### config.mk
export PLATFORM = sky130hd
export DESIGN_NAME = parallel_port_strobe_config
export DESIGN_NICKNAME = d
export VERILOG_FILES = /design/src/pport_pkg.sv /design/src/strobe_pin_driver.sv /design/src/parallel_port_strobe_config.sv
export SDC_FILE = /design/constraint.sdc
export NUM_CORES = 1
export LEC_CHECK = 0
export BUFFER_PORTS_ARGS = -buffer_cell sky130_fd_sc_hd__buf_2
export CAP_MARGIN = 20
export CORE_ASPECT_RATIO = 1.4
export CORE_UTILIZATION = 40
export CTS_CLUSTER_SIZE = 10
export DETAILED_ROUTE_END_ITERATION = 6
export PLACE_DENSITY_LB_ADDON = 0.25
export REMOVE_ABC_BUFFERS = 1
export SLEW_MARGIN = 15
export SYNTH_ARGS = -nofsm -noshare
export SYNTH_HDL_FRONTEND = slang
export SYNTH_SLANG_ARGS = --single-unit
### constraint.sdc
create_clock -name pclk -period 3.3 [get_ports pclk]
set_input_delay 0.33 -clock pclk [delete_from_list [all_inputs] [get_ports pclk]]
set_output_delay 0.33 -clock pclk [all_outputs]
set_load 0.005 [all_outputs]
### src/pport_pkg.sv
`default_nettype none
package pport_pkg;
  // ***************************************************************
  // register map (byte addresses, one aligned word each)
  // ***************************************************************
  localparam logic [11:0] CTRL_OFFSET     = 12'h000;
  localparam logic [11:0] MODE_OFFSET     = 12'h004;
  localparam logic [11:0] PIN_FUNC_OFFSET = 12'h008;

  // port_control fields
  localparam int BEP_BIT  = 2;
  localparam int WRITE_STROBE_POLARITY_BIT = 1;
  localparam int READ_STROBE_POLARITY_BIT = 0;
  localparam logic [2:0] CTRL_POL_RESET = 3'h0;

  // port_mode_config fields
  localparam int MODE_BUSY_BIT = 15;
  localparam int MODE_FIELD_LO = 8;
  localparam int MODE_FIELD_HI = 9;
  localparam logic [1:0] MODE_RESET   = 2'h0;
  localparam logic [1:0] MODE_MASTER1 = 2'h3;

  // pin function select: 1 = pin carries an address line
  localparam int SEL_BE_BIT = 0;
  localparam int SEL_WR_BIT = 1;
  localparam int SEL_RD_BIT = 2;
  localparam logic [2:0] PIN_SEL_RESET = 3'h0;

  // pin indices of the strobe outputs
  localparam int PIN_BE    = 0;
  localparam int PIN_WR    = 1;
  localparam int PIN_RD    = 2;
  localparam int PIN_EN    = 3;
  localparam int NUM_PINS  = 4;

  // outputs leave reset inactive for the active-low reset polarity
  localparam logic PIN_RESET = 1'h1;
endpackage
`default_nettype wire

### src/strobe_pin_driver.sv
`default_nettype none
module strobe_pin_driver (
  // clock and reset
  input  wire logic pclk,
  input  wire logic presetn,
  // pin control
  input  wire logic active,
  input  wire logic polarity,
  input  wire logic as_address,
  input  wire logic address_bit,
  // pin level
  output logic      pin_out
);
  logic next_pin_out;

  // address use overrides polarity; otherwise polarity picks the level
  always_comb begin
    if (as_address) begin
      next_pin_out = address_bit;
    end else begin
      next_pin_out = polarity ? active : ~active;
    end
  end

  // registered so the pin never glitches between decode terms
  always_ff @(posedge pclk or negedge presetn) begin
    if (!presetn) begin
      pin_out <= pport_pkg::PIN_RESET;
    end else begin
      pin_out <= next_pin_out;
    end
  end
endmodule
`default_nettype wire

### src/parallel_port_strobe_config.sv
// Chosen here: the APB slave port and the register addresses.
`default_nettype none
module parallel_port_strobe_config (
  // clock and reset
  input  wire logic        pclk,
  input  wire logic        presetn,
  // apb slave
  input  wire logic        psel,
  input  wire logic        penable,
  input  wire logic        pwrite,
  input  wire logic [11:0] paddr,
  input  wire logic [31:0] pwdata,
  input  wire logic [3:0]  pstrb,
  output logic      [31:0] prdata,
  output logic             pready,
  output logic             pslverr,
  // strobe requests from the port engine, active high
  input  wire logic        byte_enable_req,
  input  wire logic        write_req,
  input  wire logic        read_req,
  input  wire logic        cycle_enable_req,
  input  wire logic        cycle_is_read,
  // address bits for pins used as address lines
  input  wire logic [2:0]  addr_bits,
  // external strobe pins
  output logic             byte_enable_out,
  output logic             write_strobe_out,
  output logic             enable_strobe_out,
  output logic             read_strobe_out
);
  // ***************************************************************
  // register file
  // ***************************************************************
  logic [2:0] ctrl_pol;
  logic [1:0] port_mode_field;
  logic [2:0] pin_sel;
  logic [2:0] next_ctrl_pol;
  logic [1:0] next_port_mode_field;
  logic [2:0] next_pin_sel;

  logic byte_enable_polarity;
  logic write_strobe_polarity;
  logic read_strobe_polarity;
  logic master1;
  logic busy;
  logic access;
  logic hit_ctrl;
  logic hit_mode;
  logic hit_pin;

  assign byte_enable_polarity  = ctrl_pol[pport_pkg::BEP_BIT];
  assign write_strobe_polarity = ctrl_pol[pport_pkg::WRITE_STROBE_POLARITY_BIT];
  assign read_strobe_polarity  = ctrl_pol[pport_pkg::READ_STROBE_POLARITY_BIT];
  // only 11 selects master mode 1, all else uses split strobes
  assign master1 = (port_mode_field == pport_pkg::MODE_MASTER1);
  assign busy    = byte_enable_req | write_req | read_req | cycle_enable_req;

  // decode; zero wait states, so the access phase always completes
  assign access   = psel & penable;
  assign hit_ctrl = (paddr == pport_pkg::CTRL_OFFSET);
  assign hit_mode = (paddr == pport_pkg::MODE_OFFSET);
  assign hit_pin  = (paddr == pport_pkg::PIN_FUNC_OFFSET);
  assign pready   = 1'b1;
  assign pslverr  = access & ~(hit_ctrl | hit_mode | hit_pin);

  // write path; only the lanes that hold implemented bits matter.
  // settings take effect at once, even mid transfer: software keeps
  // them still while the port is busy
  always_comb begin
    next_ctrl_pol        = ctrl_pol;
    next_port_mode_field = port_mode_field;
    next_pin_sel         = pin_sel;
    if (access && pwrite) begin
      if (hit_ctrl && pstrb[0]) begin
        next_ctrl_pol = pwdata[2:0];
      end
      if (hit_mode && pstrb[1]) begin
        next_port_mode_field =
          pwdata[pport_pkg::MODE_FIELD_HI:pport_pkg::MODE_FIELD_LO];
      end
      if (hit_pin && pstrb[0]) begin
        next_pin_sel = pwdata[2:0];
      end
    end
  end

  // register storage
  always_ff @(posedge pclk or negedge presetn) begin
    if (!presetn) begin
      ctrl_pol        <= pport_pkg::CTRL_POL_RESET;
      port_mode_field <= pport_pkg::MODE_RESET;
      pin_sel         <= pport_pkg::PIN_SEL_RESET;
    end else begin
      ctrl_pol        <= next_ctrl_pol;
      port_mode_field <= next_port_mode_field;
      pin_sel         <= next_pin_sel;
    end
  end

  logic [31:0] next_prdata;

  // read path; unimplemented bits read zero, busy is live state.
  // the word is taken at the end of setup so it stands through access
  always_comb begin
    next_prdata = prdata;
    if (psel && !penable) begin
      next_prdata = 32'h0000_0000;
      if (hit_ctrl) begin
        next_prdata[2:0] = ctrl_pol;
      end else if (hit_mode) begin
        next_prdata[pport_pkg::MODE_FIELD_HI:pport_pkg::MODE_FIELD_LO] =
          port_mode_field;
        next_prdata[pport_pkg::MODE_BUSY_BIT] = busy;
      end else if (hit_pin) begin
        next_prdata[2:0] = pin_sel;
      end
    end
  end

  // read data register
  always_ff @(posedge pclk or negedge presetn) begin
    if (!presetn) begin
      prdata <= 32'h0000_0000;
    end else begin
      prdata <= next_prdata;
    end
  end

  // ***************************************************************
  // strobe pin mapping
  // ***************************************************************
  logic [pport_pkg::NUM_PINS-1:0] pin_active;
  logic [pport_pkg::NUM_PINS-1:0] pin_pol;
  logic [pport_pkg::NUM_PINS-1:0] pin_addr;
  logic [pport_pkg::NUM_PINS-1:0] pin_abit;
  logic [pport_pkg::NUM_PINS-1:0] pin_level;

  // master mode 1 moves the write pin to enable, read pin to r/w
  always_comb begin
    pin_active[pport_pkg::PIN_BE] = byte_enable_req;
    pin_active[pport_pkg::PIN_WR] = master1 ? 1'b0 : write_req;
    pin_active[pport_pkg::PIN_RD] = master1 ? cycle_is_read
                                            : read_req;
    pin_active[pport_pkg::PIN_EN] = master1 ? cycle_enable_req
                                            : 1'b0;
    pin_pol[pport_pkg::PIN_BE] = byte_enable_polarity;
    pin_pol[pport_pkg::PIN_WR] = write_strobe_polarity;
    pin_pol[pport_pkg::PIN_RD] = read_strobe_polarity;
    pin_pol[pport_pkg::PIN_EN] = write_strobe_polarity;
    // enable shares the write pin, so it shares its address select
    pin_addr[pport_pkg::PIN_BE] = pin_sel[pport_pkg::SEL_BE_BIT];
    pin_addr[pport_pkg::PIN_WR] = pin_sel[pport_pkg::SEL_WR_BIT];
    pin_addr[pport_pkg::PIN_RD] = pin_sel[pport_pkg::SEL_RD_BIT];
    pin_addr[pport_pkg::PIN_EN] = pin_sel[pport_pkg::SEL_WR_BIT];
    pin_abit[pport_pkg::PIN_BE] = addr_bits[pport_pkg::SEL_BE_BIT];
    pin_abit[pport_pkg::PIN_WR] = addr_bits[pport_pkg::SEL_WR_BIT];
    pin_abit[pport_pkg::PIN_RD] = addr_bits[pport_pkg::SEL_RD_BIT];
    pin_abit[pport_pkg::PIN_EN] = addr_bits[pport_pkg::SEL_WR_BIT];
  end

  // one registered driver per pin
  for (genvar i = 0; i < pport_pkg::NUM_PINS; i++) begin : g_pin
    strobe_pin_driver u_drv (
      .pclk        (pclk),
      .presetn     (presetn),
      .active      (pin_active[i]),
      .polarity    (pin_pol[i]),
      .as_address  (pin_addr[i]),
      .address_bit (pin_abit[i]),
      .pin_out     (pin_level[i])
    );
  end

  assign byte_enable_out   = pin_level[pport_pkg::PIN_BE];
  assign write_strobe_out  = pin_level[pport_pkg::PIN_WR];
  assign read_strobe_out   = pin_level[pport_pkg::PIN_RD];
  assign enable_strobe_out = pin_level[pport_pkg::PIN_EN];
endmodule
`default_nettype wire

==> flow_summary_export.csv, run 1 <==
group,metric,value,unit
routing,drtIter0Drc,16,
timing,rsz0062_at_grt,"false",
floorplan,dieArea,2920,um^2
timing,slew_headroom,0.653,
setup_path,crit_path_start_kind,"primary input",
grt,antenna_found_initial,0,
routing,vias_per_cell,4.47,
routing,drc,0,
routing,wire_per_inst,10.4,um
logic_synthesis,ys.flop_type,"dfrtp_1",
floorplan,pin_count,99,
setup_path,timing.rr.start,"port_mode_field[0]",
placement,io_buffers,42,
clocking,cts_setup_buffers,0,
placement,dp.cells,180,
clocking,cts_resized,0,
layout,nets,213,
timing,fin_ws,1.41,ns
placement,dpl_worst_slack,1.26,ns
timing,period_share,0.573,
logic_synthesis,ys_ff_latch,18,
logic_synthesis,synthCells,108,
grt,grt_usage,0.138,
routing,drtPass1Iterations,4,
layout,fillers,252,
setup_path,worst_ep_required_time,2.97,ns
clocking,cts_buffers,3,
worst_hold_path,holdPathEnd,"port_mode_field[1]",
layout,drive_gt1_frac,0.397,
routing,wl_met3,138,um
clocking,clk_pin_slew_worst_paths,0.10,ns
timing,finalHoldViolCount,0,
clocking,cts_buffer_depth,2,
routing,ant_nets,0,
pwr,p_per_area,319,nW/um^2
clocking,clock_latency,0.28,ns
setup_path,crit_path_end_kind,"output pin",
layout,final_cells,185,
outcome,status,"finished clean",
logic_synthesis,synthArstFlopShare,1.00,
setup_path,crit_path_cell_trace,"buf_2 > or4_4 > nor4_4 > a21oi_1 > buf_2",
floorplan,die_h,63.5,um
timing,skew,0.00343,ns
pwr,p_leak,0.667,nW
worst_hold_path,hold_depth,3,
timing,finalSetupViolations,0,
setup_path,slowest_delay,0.54,ns
clocking,cts_hold_buf,1,
setup_path,critPathSlowestCell,"or4_4",
floorplan,core-area,2470,um^2
floorplan,die_w,46.0,um
routing,vias,827,
logic_synthesis,yosysSeqAreaShare,0.421,
grt,first_global_vias,726,
clocking,clock-sinks,18,
logic_synthesis,ys_warn_count,0,
grt,grt_overflow,0,
setup_path,cp_max_fo,6,
routing,highest_layer,"met4",
worst_hold_path,hold_start,"pwdata[9]",
timing,setup-tns-final,0,ns
layout,antenna-diode-count,0,
clocking,cts_root_buf,"clkbuf_4",
setup_path,worstPathArrival,1.56,ns
pwr,total_power,403,uW
logic_synthesis,synth_edf_count,0,
timing,tightest_slew,0.515,ns
grt,grt_pass1_wl,2980,um
layout,area_growth,16.8,%
placement,hpwl,1580,um
worst_hold_path,hold_class,"primary input to register",
setup_path,path_common_cell,"buf_2",
timing,timing.fmax,528,MHz
run,max_cap_violations,0,
placement,gp_congestion,0.728,
routing,wl_met1,739,um
floorplan,num_rows,21,
logic_synthesis,yosysUniqueCellTypes,28,
setup_path,r2r_end,"g_pin[2].u_drv.pin_out",
setup_path,r2r_setup_slack,2.11,ns
setup_path,worstSetupPathType,"primary input to output pin",
grt,grt_max_degree,19,
floorplan,start_util,0.438,
clocking,cts_tree,"built",
logic_synthesis,synth_area_per_cell,10.0,um^2
timing,slew_viol_final,0,
routing,wl_met2,1020,um
logic_synthesis,synth_area,1080,um^2
timing,fin_crit,1.89,ns
setup_path,rr_worst_depth,4,
clocking,cts_htree_levels,1,
pwr,ir_worst_vdd,196,uV
routing,wl,1920,um
[worst max-delay path, delay by kind of cell]
family	cells	cell delay [ns]
AND/OR/NAND/NOR	2	0.89
buffers and inverters	2	0.23
AO/OA/AOI/OAI	1	0.11
[cell usage in the layout (no fill, tap or decap), types with 2 or more instances in the layout]
cell      instances
buf_2            42
conb_1           27
inv_1             2
o21ai_1           3
nor4_1            2
nand4_1           3
o21ai_0           5
xnor2_1           2
mux2_2            8
xor2_1            2
dfstp_2           4
nand2_1          14
clkbuf_4          3
nand3_1           2
mux2i_1           4
o31ai_1           2
dfrtp_1          14
[cells by family after synthesis]
group	Yosys count	synth area share
flip-flops	18	0.421
other	2	0.00694
XOR/XNOR	4	0.0324
multiplexers	12	0.120
buffers and inverters	31	0.202
AO/OA/AOI/OAI	11	0.0555
AND/OR/NAND/NOR	30	0.162
[layout make-up]
cell class	count	area (um^2)	share of cell area
Multi-Input combinational cell	84	502	0.397
Clock buffer	4	36.3	0.0287
Inverter	2	7.51	0.00594
Timing Repair Buffer	43	220	0.174
Sequential cell	18	455	0.360
Tap cell	34	42.5	0.0337
[cells in the mapped netlist (3+ instances only)]
cell type,instances,share of area
buf_4,27,0.19
dfrtp_1,14,0.32
nand2_1,14,0.049
mux2_2,8,0.083
o21ai_0,5,0.023
dfstp_2,4,0.097
mux2i_1,4,0.037
nand4_1,3,0.017
o21ai_1,3,0.014
[layer usage]
metal,vias to the layer above,track usage
met1,380,0.158
met2,41,0.232
met3,2,0.0287
met5,-,0
met4,0,0.0662
li1,404,-
[flip-flops by register name, summed over array words and instances (netlist names)]
| signal | count |
|---|---|
| prdata | 6 |
| g_pin.u_drv.pin_out | 4 |
| pin_sel | 3 |
| port_mode_field | 2 |
| ctrl_pol | 3 |
[worst max-delay path by stage]
stage                   from            endpoint  slack, ns
floorplan           paddr[9]  port_mode_field[0]       1.49
global placement    paddr[9]  port_mode_field[0]       1.28
detailed placement  paddr[9]  port_mode_field[0]       1.26
CTS                 paddr[1]             pslverr       1.39
global route        paddr[1]             pslverr       1.35
finish              paddr[1]             pslverr       1.41
[where the power goes]
part / internal (mW) / switching (mW) / total, mW
clock: 0.0671 / 0.0632 / 0.130
sequential: 0.224 / 0.000548 / 0.224
combinational: 0.0205 / 0.0281 / 0.0487
[per-stage QoR]
step,utilization,instance area (um^2),hold WS [ns]
2_1_floorplan,-,965,0.0344
3_3_place_gp,0.493,1220,0.271
3_5_place_dp,0.493,1220,0.274
4_1_cts,0.512,1260,0.236
5_1_grt,0.512,1260,0.234
6_report,0.512,1260,0.242
Power figures use the tool's default switching activity.
==> inputs of run 2 (changes only) <==
--- a/config.mk
+++ b/config.mk
@@ -8,7 +8,7 @@
 export BUFFER_PORTS_ARGS = -buffer_cell sky130_fd_sc_hd__buf_2
 export CAP_MARGIN = 20
 export CORE_ASPECT_RATIO = 1.4
-export CORE_UTILIZATION = 40
+export CORE_UTILIZATION = 33
 export CTS_CLUSTER_SIZE = 10
 export DETAILED_ROUTE_END_ITERATION = 6
 export PLACE_DENSITY_LB_ADDON = 0.25
==> constraint.sdc (replaced) <==
create_clock -name pclk -period 1.6 [get_ports pclk]
set_input_delay 0.16 -clock pclk [delete_from_list [all_inputs] [get_ports pclk]]
set_output_delay 0.16 -clock pclk [all_outputs]
set_load 0.005 [all_outputs]
==> run 2 against run 1 <==
  * Utilization is 6.4 points lower
  * Critical path type is now primary input to register
  * Largest cell class unchanged
  * Design area is 11% higher
  * Flip-flop and latch count stayed put
  * Critical endpoint is now pin_sel[2]
  * Highest routed layer unchanged
==> flow_summary_export.csv, run 2 (synthesis gave the netlist of run 1 again) <==
group,metric,value,unit
layout,reg.largest.list,"prdata (6), g_pin.u_drv.pin_out (4)",
setup_path,cp_max_fo,3,
timing,finalHoldViolCount,0,
layout,regMostFlops,"prdata",
setup_path,crit_start,"paddr[4]",
timing,skew,0.00509,ns
layout,area_growth,29.1,%
setup_path,worstSetupPathType,"primary input to register",
grt,grt_overflow,0,
clocking,cts_tree,"built",
pwr,share_comb_of_total_power,0.123,
routing,vias_per_cell,4.24,
layout,nets,224,
setup_path,crit_path_cell_trace,"buf_6 > or4_4 > nor4_4 > buf_4 > nand3b_1 > mux2_2",
pwr,ir_worst_vdd,602,uV
clocking,cts_root_buf,"clkbuf_8",
routing,wl,2160,um
pwr,p_leak,0.742,nW
setup_path,slowest_delay,0.55,ns
pwr,pwr-share-clk,0.384,
grt,antenna_found_initial,0,
setup_path,critPathTopFamily,"simple AND/OR/NAND/NOR gates",
pwr,power_switching,205,uW
floorplan,dieArea,3520,um^2
layout,drive_gt1_frac,0.463,
placement,gp_congestion,0.727,
setup_path,rr_worst_depth,4,
placement,dpl_cell_area,1280,um^2
grt,grt_pass1_wl,3640,um
setup_path,r2r_end,"g_pin[2].u_drv.pin_out",
worst_hold_path,hold_class,"primary input to register",
pwr,sw_frac_of_total,0.218,
placement,io_buffers,42,
routing,drc,0,
floorplan,num_rows,24,
routing,drtPass1Iterations,5,
clocking,cts_htree_levels,1,
layout,final_common_cell,"buf_2",
setup_path,critical_path_depth,6,
clocking,clk_pin_slew_worst_paths,0.07,ns
setup_path,crit_buf_inv,2,
layout,final_cell_mix,"40 x buf_2, 27 x conb_1, 14 x nand2_1, 14 x dfrtp_1, 11 x buf_4",
timing,timing.fmax,631,MHz
worst_hold_path,hold_start,"pwdata[9]",
setup_path,worst_ep_required_time,1.74,ns
worst_hold_path,holdPathEnd,"port_mode_field[1]",
grt,grt_usage,0.134,
routing,ant_nets,0,
routing,wire_per_inst,10.7,um
worst_hold_path,hold_depth,3,
layout,antenna-diode-count,0,
setup_path,worstPathArrival,1.72,ns
timing,period_share,0.991,
grt,first_global_vias,866,
timing,rsz0062_at_grt,"true",
setup_path,crit_path_end_kind,"register",
layout,final_cell_area,1400,um^2
pwr,p_per_area,671,nW/um^2
clocking,cts_buffers,3,
grt,grt_max_degree,19,
outcome,status,"finished clean",
setup_path,r2r_setup_slack,0.45,ns
timing,holdWs,0.121,ns
floorplan,die_w,50.4,um
floorplan,core-area,3120,um^2
clocking,clock_latency,0.25,ns
floorplan,die_h,69.8,um
layout,post-route-util,0.448,
clocking,cts_buffer_depth,2,
pwr,p_int,734,uW
placement,hpwl,1780,um
routing,vias,852,
setup_path,timing.rr.start,"port_mode_field[0]",
setup_path,crit_path_start_kind,"primary input",
layout,largest_register_ffs,6,
floorplan,pin_count,99,
timing,slew_viol_final,0,
clocking,clock-sinks,18,
floorplan,start_util,0.347,
setup_path,critPathSlowestCell,"or4_4",
pwr,seqPwrFrac,0.494,
run,max_cap_violations,0,
layout,fillers,323,
timing,fin_crit,1.59,ns
timing,finalSetupViolations,0,
routing,drtIter0Drc,6,
## run 2: cell types whose count changed in the layout (fill, tap and decap cells not counted)
| cell | previous run | this run |
|---|---|---|
| o21ai_1 | 3 | 1 |
| buf_6 | 0 | 2 |
| buf_4 | 0 | 11 |
| or3b_4 | 0 | 1 |
| buf_2 | 42 | 40 |
| a21oi_1 | 1 | 0 |
| o21ai_2 | 0 | 2 |
| clkbuf_4 | 3 | 0 |
| clkbuf_8 | 1 | 4 |
| or3b_1 | 1 | 0 |
| a21oi_2 | 0 | 1 |
## run 2: timing repair
item,4_1_cts,5_1_grt
endpoints found under the hold margin,14,0
endpoints found under the setup margin,1,7
buffers inserted,1,2
pin swaps,4,3
hold buffers,1,0
gates resized for setup,3,3
## run 2: final cells by class
| class | instances | area (um^2) | area share |
|---|---|---|---|
| Tap cell | 39 | 48.8 | 0.0349 |
| Inverter | 2 | 7.51 | 0.00537 |
| Clock buffer | 4 | 55.1 | 0.0394 |
| Multi-Input combinational cell | 84 | 515 | 0.369 |
| Timing Repair Buffer | 54 | 315 | 0.226 |
| Sequential cell | 18 | 455 | 0.326 |
## run 2: worst max-delay path by stage
| stage | endpoint | slack [ns] |
|---|---|---|
| finish | pin_sel[2] | 0.01 |
| detailed placement | pin_sel[2] | -0.19 |
| global route | pslverr | -0.05 |
| global placement | port_mode_field[0] | -0.18 |
| CTS | pin_sel[2] | -0.01 |
| floorplan | port_mode_field[0] | -0.04 |
## run 2: layer usage
layer,up-vias,global-route usage,routed length [um]
met4,0,0.0525,30
met3,4,0.0219,102
met5,-,0,0
met2,36,0.250,1220
met1,392,0.144,805
li1,420,-,-
## run 2: through the flow
step | setup TNS (ns) | total power, mW | cells | setup slack, ns
2_1_floorplan | -0.0629 | 0.506 | 104 | -0.0431
3_3_place_gp | -1.53 | 0.578 | 193 | -0.181
3_5_place_dp | -1.76 | 0.579 | 193 | -0.186
4_1_cts | -0.0124 | 0.947 | 199 | -0.0114
5_1_grt | -0.267 | 0.994 | 201 | -0.0507
6_report | 0 | 0.938 | 201 | 0.0144
## run 2: worst reg2reg max path, stage by stage (launching register included)
cell,delay (ns)
dfrtp_1,0.42
nand2_1,0.11
mux2i_1,0.21
xor2_1,0.08
mux2_2,0.26
## run 2: power groups by stage
stage / clock network (mW) / registers (mW) / logic, mW
CTS: 0.372 / 0.463 / 0.113
global placement: 0 / 0.471 / 0.106
detailed placement: 0 / 0.471 / 0.108
global route: 0.402 / 0.463 / 0.129
floorplan: 0 / 0.472 / 0.0334
finish: 0.360 / 0.463 / 0.115
==> inputs of run 3 (changes only) <==
--- a/config.mk
+++ b/config.mk
@@ -5,13 +5,15 @@
 export SDC_FILE = /design/constraint.sdc
 export NUM_CORES = 1
 export LEC_CHECK = 0
+export ABC_AREA = 1
 export BUFFER_PORTS_ARGS = -buffer_cell sky130_fd_sc_hd__buf_2
 export CAP_MARGIN = 20
 export CORE_ASPECT_RATIO = 1.4
-export CORE_UTILIZATION = 33
+export CORE_UTILIZATION = 35
 export CTS_CLUSTER_SIZE = 10
 export DETAILED_ROUTE_END_ITERATION = 6
 export PLACE_DENSITY_LB_ADDON = 0.25
+export RECOVER_POWER = 100
 export REMOVE_ABC_BUFFERS = 1
 export SLEW_MARGIN = 15
 export SYNTH_ARGS = -nofsm -noshare
==> run 3 against run 2 <==
  * Sequential share of layout area up 0.088 points
  * Count of clock-buffer cells in the layout unchanged
  * Area after synthesis grew 12%
  * Combinational power barely moved
  * Fmax is 40% higher
  * Synthesized cell count increased by 47%
  * Register-to-register slack improved by 0.09 ns
  * First-iteration DRC count rose to 3.8 times the previous value
  * Non-clock buffer count fell by 11
  * Final cell count up 21%
  * Critical path depth down 4
  * Highest routed layer unchanged
==> flow_summary_export.csv, run 3 <==
group,metric,value,unit
outcome,status,"finished clean",
grt,met2_usage,0.215,
grt,grt_pass1_wl,3560,um
timing,holdWs,0.0882,ns
grt,first_global_vias,885,
setup_path,crit_buf_inv,2,
logic_synthesis,synth_edf_count,0,
timing,tightest_slew,0.943,ns
timing,slew_headroom,0.372,
setup_path,cp_max_fo,18,
routing,drtIter0Drc,23,
logic_synthesis,synthTopCellsByArea,"dfrtp_1 29%, buf_4 17%, nand2_1 12%, dfstp_2 8.7%, inv_1 5.6%",
layout,final_cell_area,1390,um^2
placement,io_buffers,42,
clocking,cts_htree_levels,1,
setup_path,critPathTopFamily,"buffers and inverters",
setup_path,worstSetupPathType,"primary input to asynchronous set/reset pin",
layout,final_cell_mix,"41 x nand2_1, 37 x buf_2, 27 x conb_1",
setup_path,rr_worst_depth,7,
timing,setup-tns-final,0,ns
timing,finalSetupViolations,0,
layout,fillers,362,
timing,period_share,0.709,
grt,grt_max_degree,19,
clocking,cts_buffers,3,
setup_path,critical_path_depth,2,
layout,drive_gt1_frac,0.265,
logic_synthesis,ys_top_cells_by_count,"40 x nand2_1, 27 x buf_4, 18 x inv_1",
layout,area_growth,14.8,%
worst_hold_path,hold_depth,3,
grt,antenna_found_initial,0,
floorplan,pin_count,99,
routing,vias,1023,
logic_synthesis,synth_area_per_cell,7.63,um^2
floorplan,core-area,3210,um^2
logic_synthesis,yosys.area.top_type_share,0.289,
setup_path,crit_path_start_kind,"primary input",
logic_synthesis,yosysSeqAreaShare,0.375,
routing,wire_per_inst,8.75,um
layout,reg.largest.list,"prdata (6), g_pin.u_drv.pin_out (4)",
timing,slew_viol_final,0,
logic_synthesis,yosysMostFrequentCell,"nand2_1",
setup_path,worstPathArrival,1.39,ns
logic_synthesis,synthArstFlopShare,1.00,
clocking,cts_buffer_depth,2,
timing,rsz0062_at_grt,"false",
timing,timing.fmax,882,MHz
grt,use_met1,0.149,
grt,grt_usage,0.128,
timing,skew,0.00141,ns
placement,dp.cells,238,
layout,regMostFlops,"prdata",
clocking,cts_resized,0,
logic_synthesis,ys_ff_latch,18,
setup_path,slowest_delay,0.70,ns
logic_synthesis,yosysUniqueCellTypes,25,
placement,hpwl,1760,um
floorplan,die_h,71.7,um
grt,grt_overflow,0,
worst_hold_path,hold_class,"primary input to register",
grt,busiest_layer,"met2",
pwr,p_per_area,649,nW/um^2
layout,final_cells,243,
routing,drtPass1Iterations,4,
floorplan,die_w,51.8,um
placement,dpl_cell_area,1360,um^2
pwr,p_leak,0.822,nW
layout,antenna-diode-count,0,
routing,ant_nets,0,
floorplan,start_util,0.378,
timing,finalHoldViolCount,0,
logic_synthesis,synthCells,159,
floorplan,num_rows,24,
clocking,clock_latency,0.25,ns
layout,nets,266,
setup_path,worst_ep_required_time,1.85,ns
layout,largest_register_ffs,6,
run,max_cap_violations,0,
setup_path,crit_path_cell_trace,"dlygate4sd3_1 > clkbuf_1",
placement,gp_congestion,0.743,
floorplan,dieArea,3710,um^2
logic_synthesis,synth_area,1210,um^2
layout,final_common_cell,"nand2_1",
clocking,clock-sinks,18,
setup_path,crit_path_end_kind,"asynchronous set/reset pin",
clocking,cts_tree,"built",
routing,drc,0,
routing,wl,2130,um
logic_synthesis,ys_warn_count,0,
logic_synthesis,ys.flop_type,"dfrtp_1",
clocking,cts_root_buf,"clkbuf_8",
logic_synthesis,netlist.top_cell.by_area,"dfrtp_1",
timing,fin_crit,1.13,ns
pwr,ir_worst_vdd,296,uV
setup_path,critPathSlowestCell,"clkbuf_1",
grt,grt_util_met3,0.0170,
clocking,clk_pin_slew_worst_paths,0.07,ns
layout,post-route-util,0.434,
routing,vias_per_cell,4.21,
[run 3: cell types whose count changed after synthesis, moves of 3 or more]
cell     previous run  this run
nand3_1             2        13
nor2_1              1         8
nand4_1             3         0
mux2i_1             4         0
inv_1               2        18
o21ai_1             3         8
nand3_2             0         3
mux2_2              8         0
nand2_1            14        40
[run 3: final cells by class]
class | instances | area, um^2 | share of cell area
sequential | 18 | 455 | 0.327
timing repair buffer | 43 | 215 | 0.154
tap | 39 | 48.8 | 0.0350
clock buffer | 4 | 45.0 | 0.0323
multi-input combinational | 118 | 551 | 0.395
inverter | 21 | 78.8 | 0.0566
[run 3: power breakdown]
part / total [mW] / leakage, nW / switching [mW] / internal [mW]
clock: 0.326 / 0.0228 / 0.149 / 0.177
combinational: 0.115 / 0.561 / 0.0699 / 0.0453
sequential: 0.463 / 0.238 / 0.000831 / 0.462
[run 3: logic make-up (layout without fill, tap and decap cells)]
kind of cell,after synthesis,after routing,synth area share
other,2,27,0.00619
AO/OA/AOI/OAI,15,15,0.0650
AND/OR/NAND/NOR,74,74,0.307
buffers and inverters,48,68,0.232
flip-flops,18,18,0.375
XOR/XNOR,2,2,0.0144
[run 3: routing by layer]
layer	share of wire	wire length, um
met5	0	0
met4	0.028	60
met3	0.092	195
met2	0.47	992
met1	0.41	879
[run 3: timing repair]
action,in CTS,in global routing
endpoints found under the hold margin,14,0
setup buffers,0,0
hold buffers,1,0
[run 3: path summary, 6_finish.rpt]
path,from,end,slack (ns)
worst max-delay path,presetn,prdata[15],0.47
worst max register to register,port_mode_field[1],g_pin[2].u_drv.pin_out,0.54
max in group pclk,paddr[11],pslverr,0.48
worst min register to register,prdata[15],prdata[15],0.47
min in group asynchronous,presetn,pin_sel[0],0.56
worst min-delay path,addr_bits[2],g_pin[2].u_drv.pin_out,0.09
[run 3: through the flow]
stage,total power [mW],worst slack [ns]
floorplan,0.526,0.673
global placement,0.588,0.457
detailed placement,0.588,0.468
CTS,0.916,0.465
global route,0.947,0.251
finish,0.904,0.466
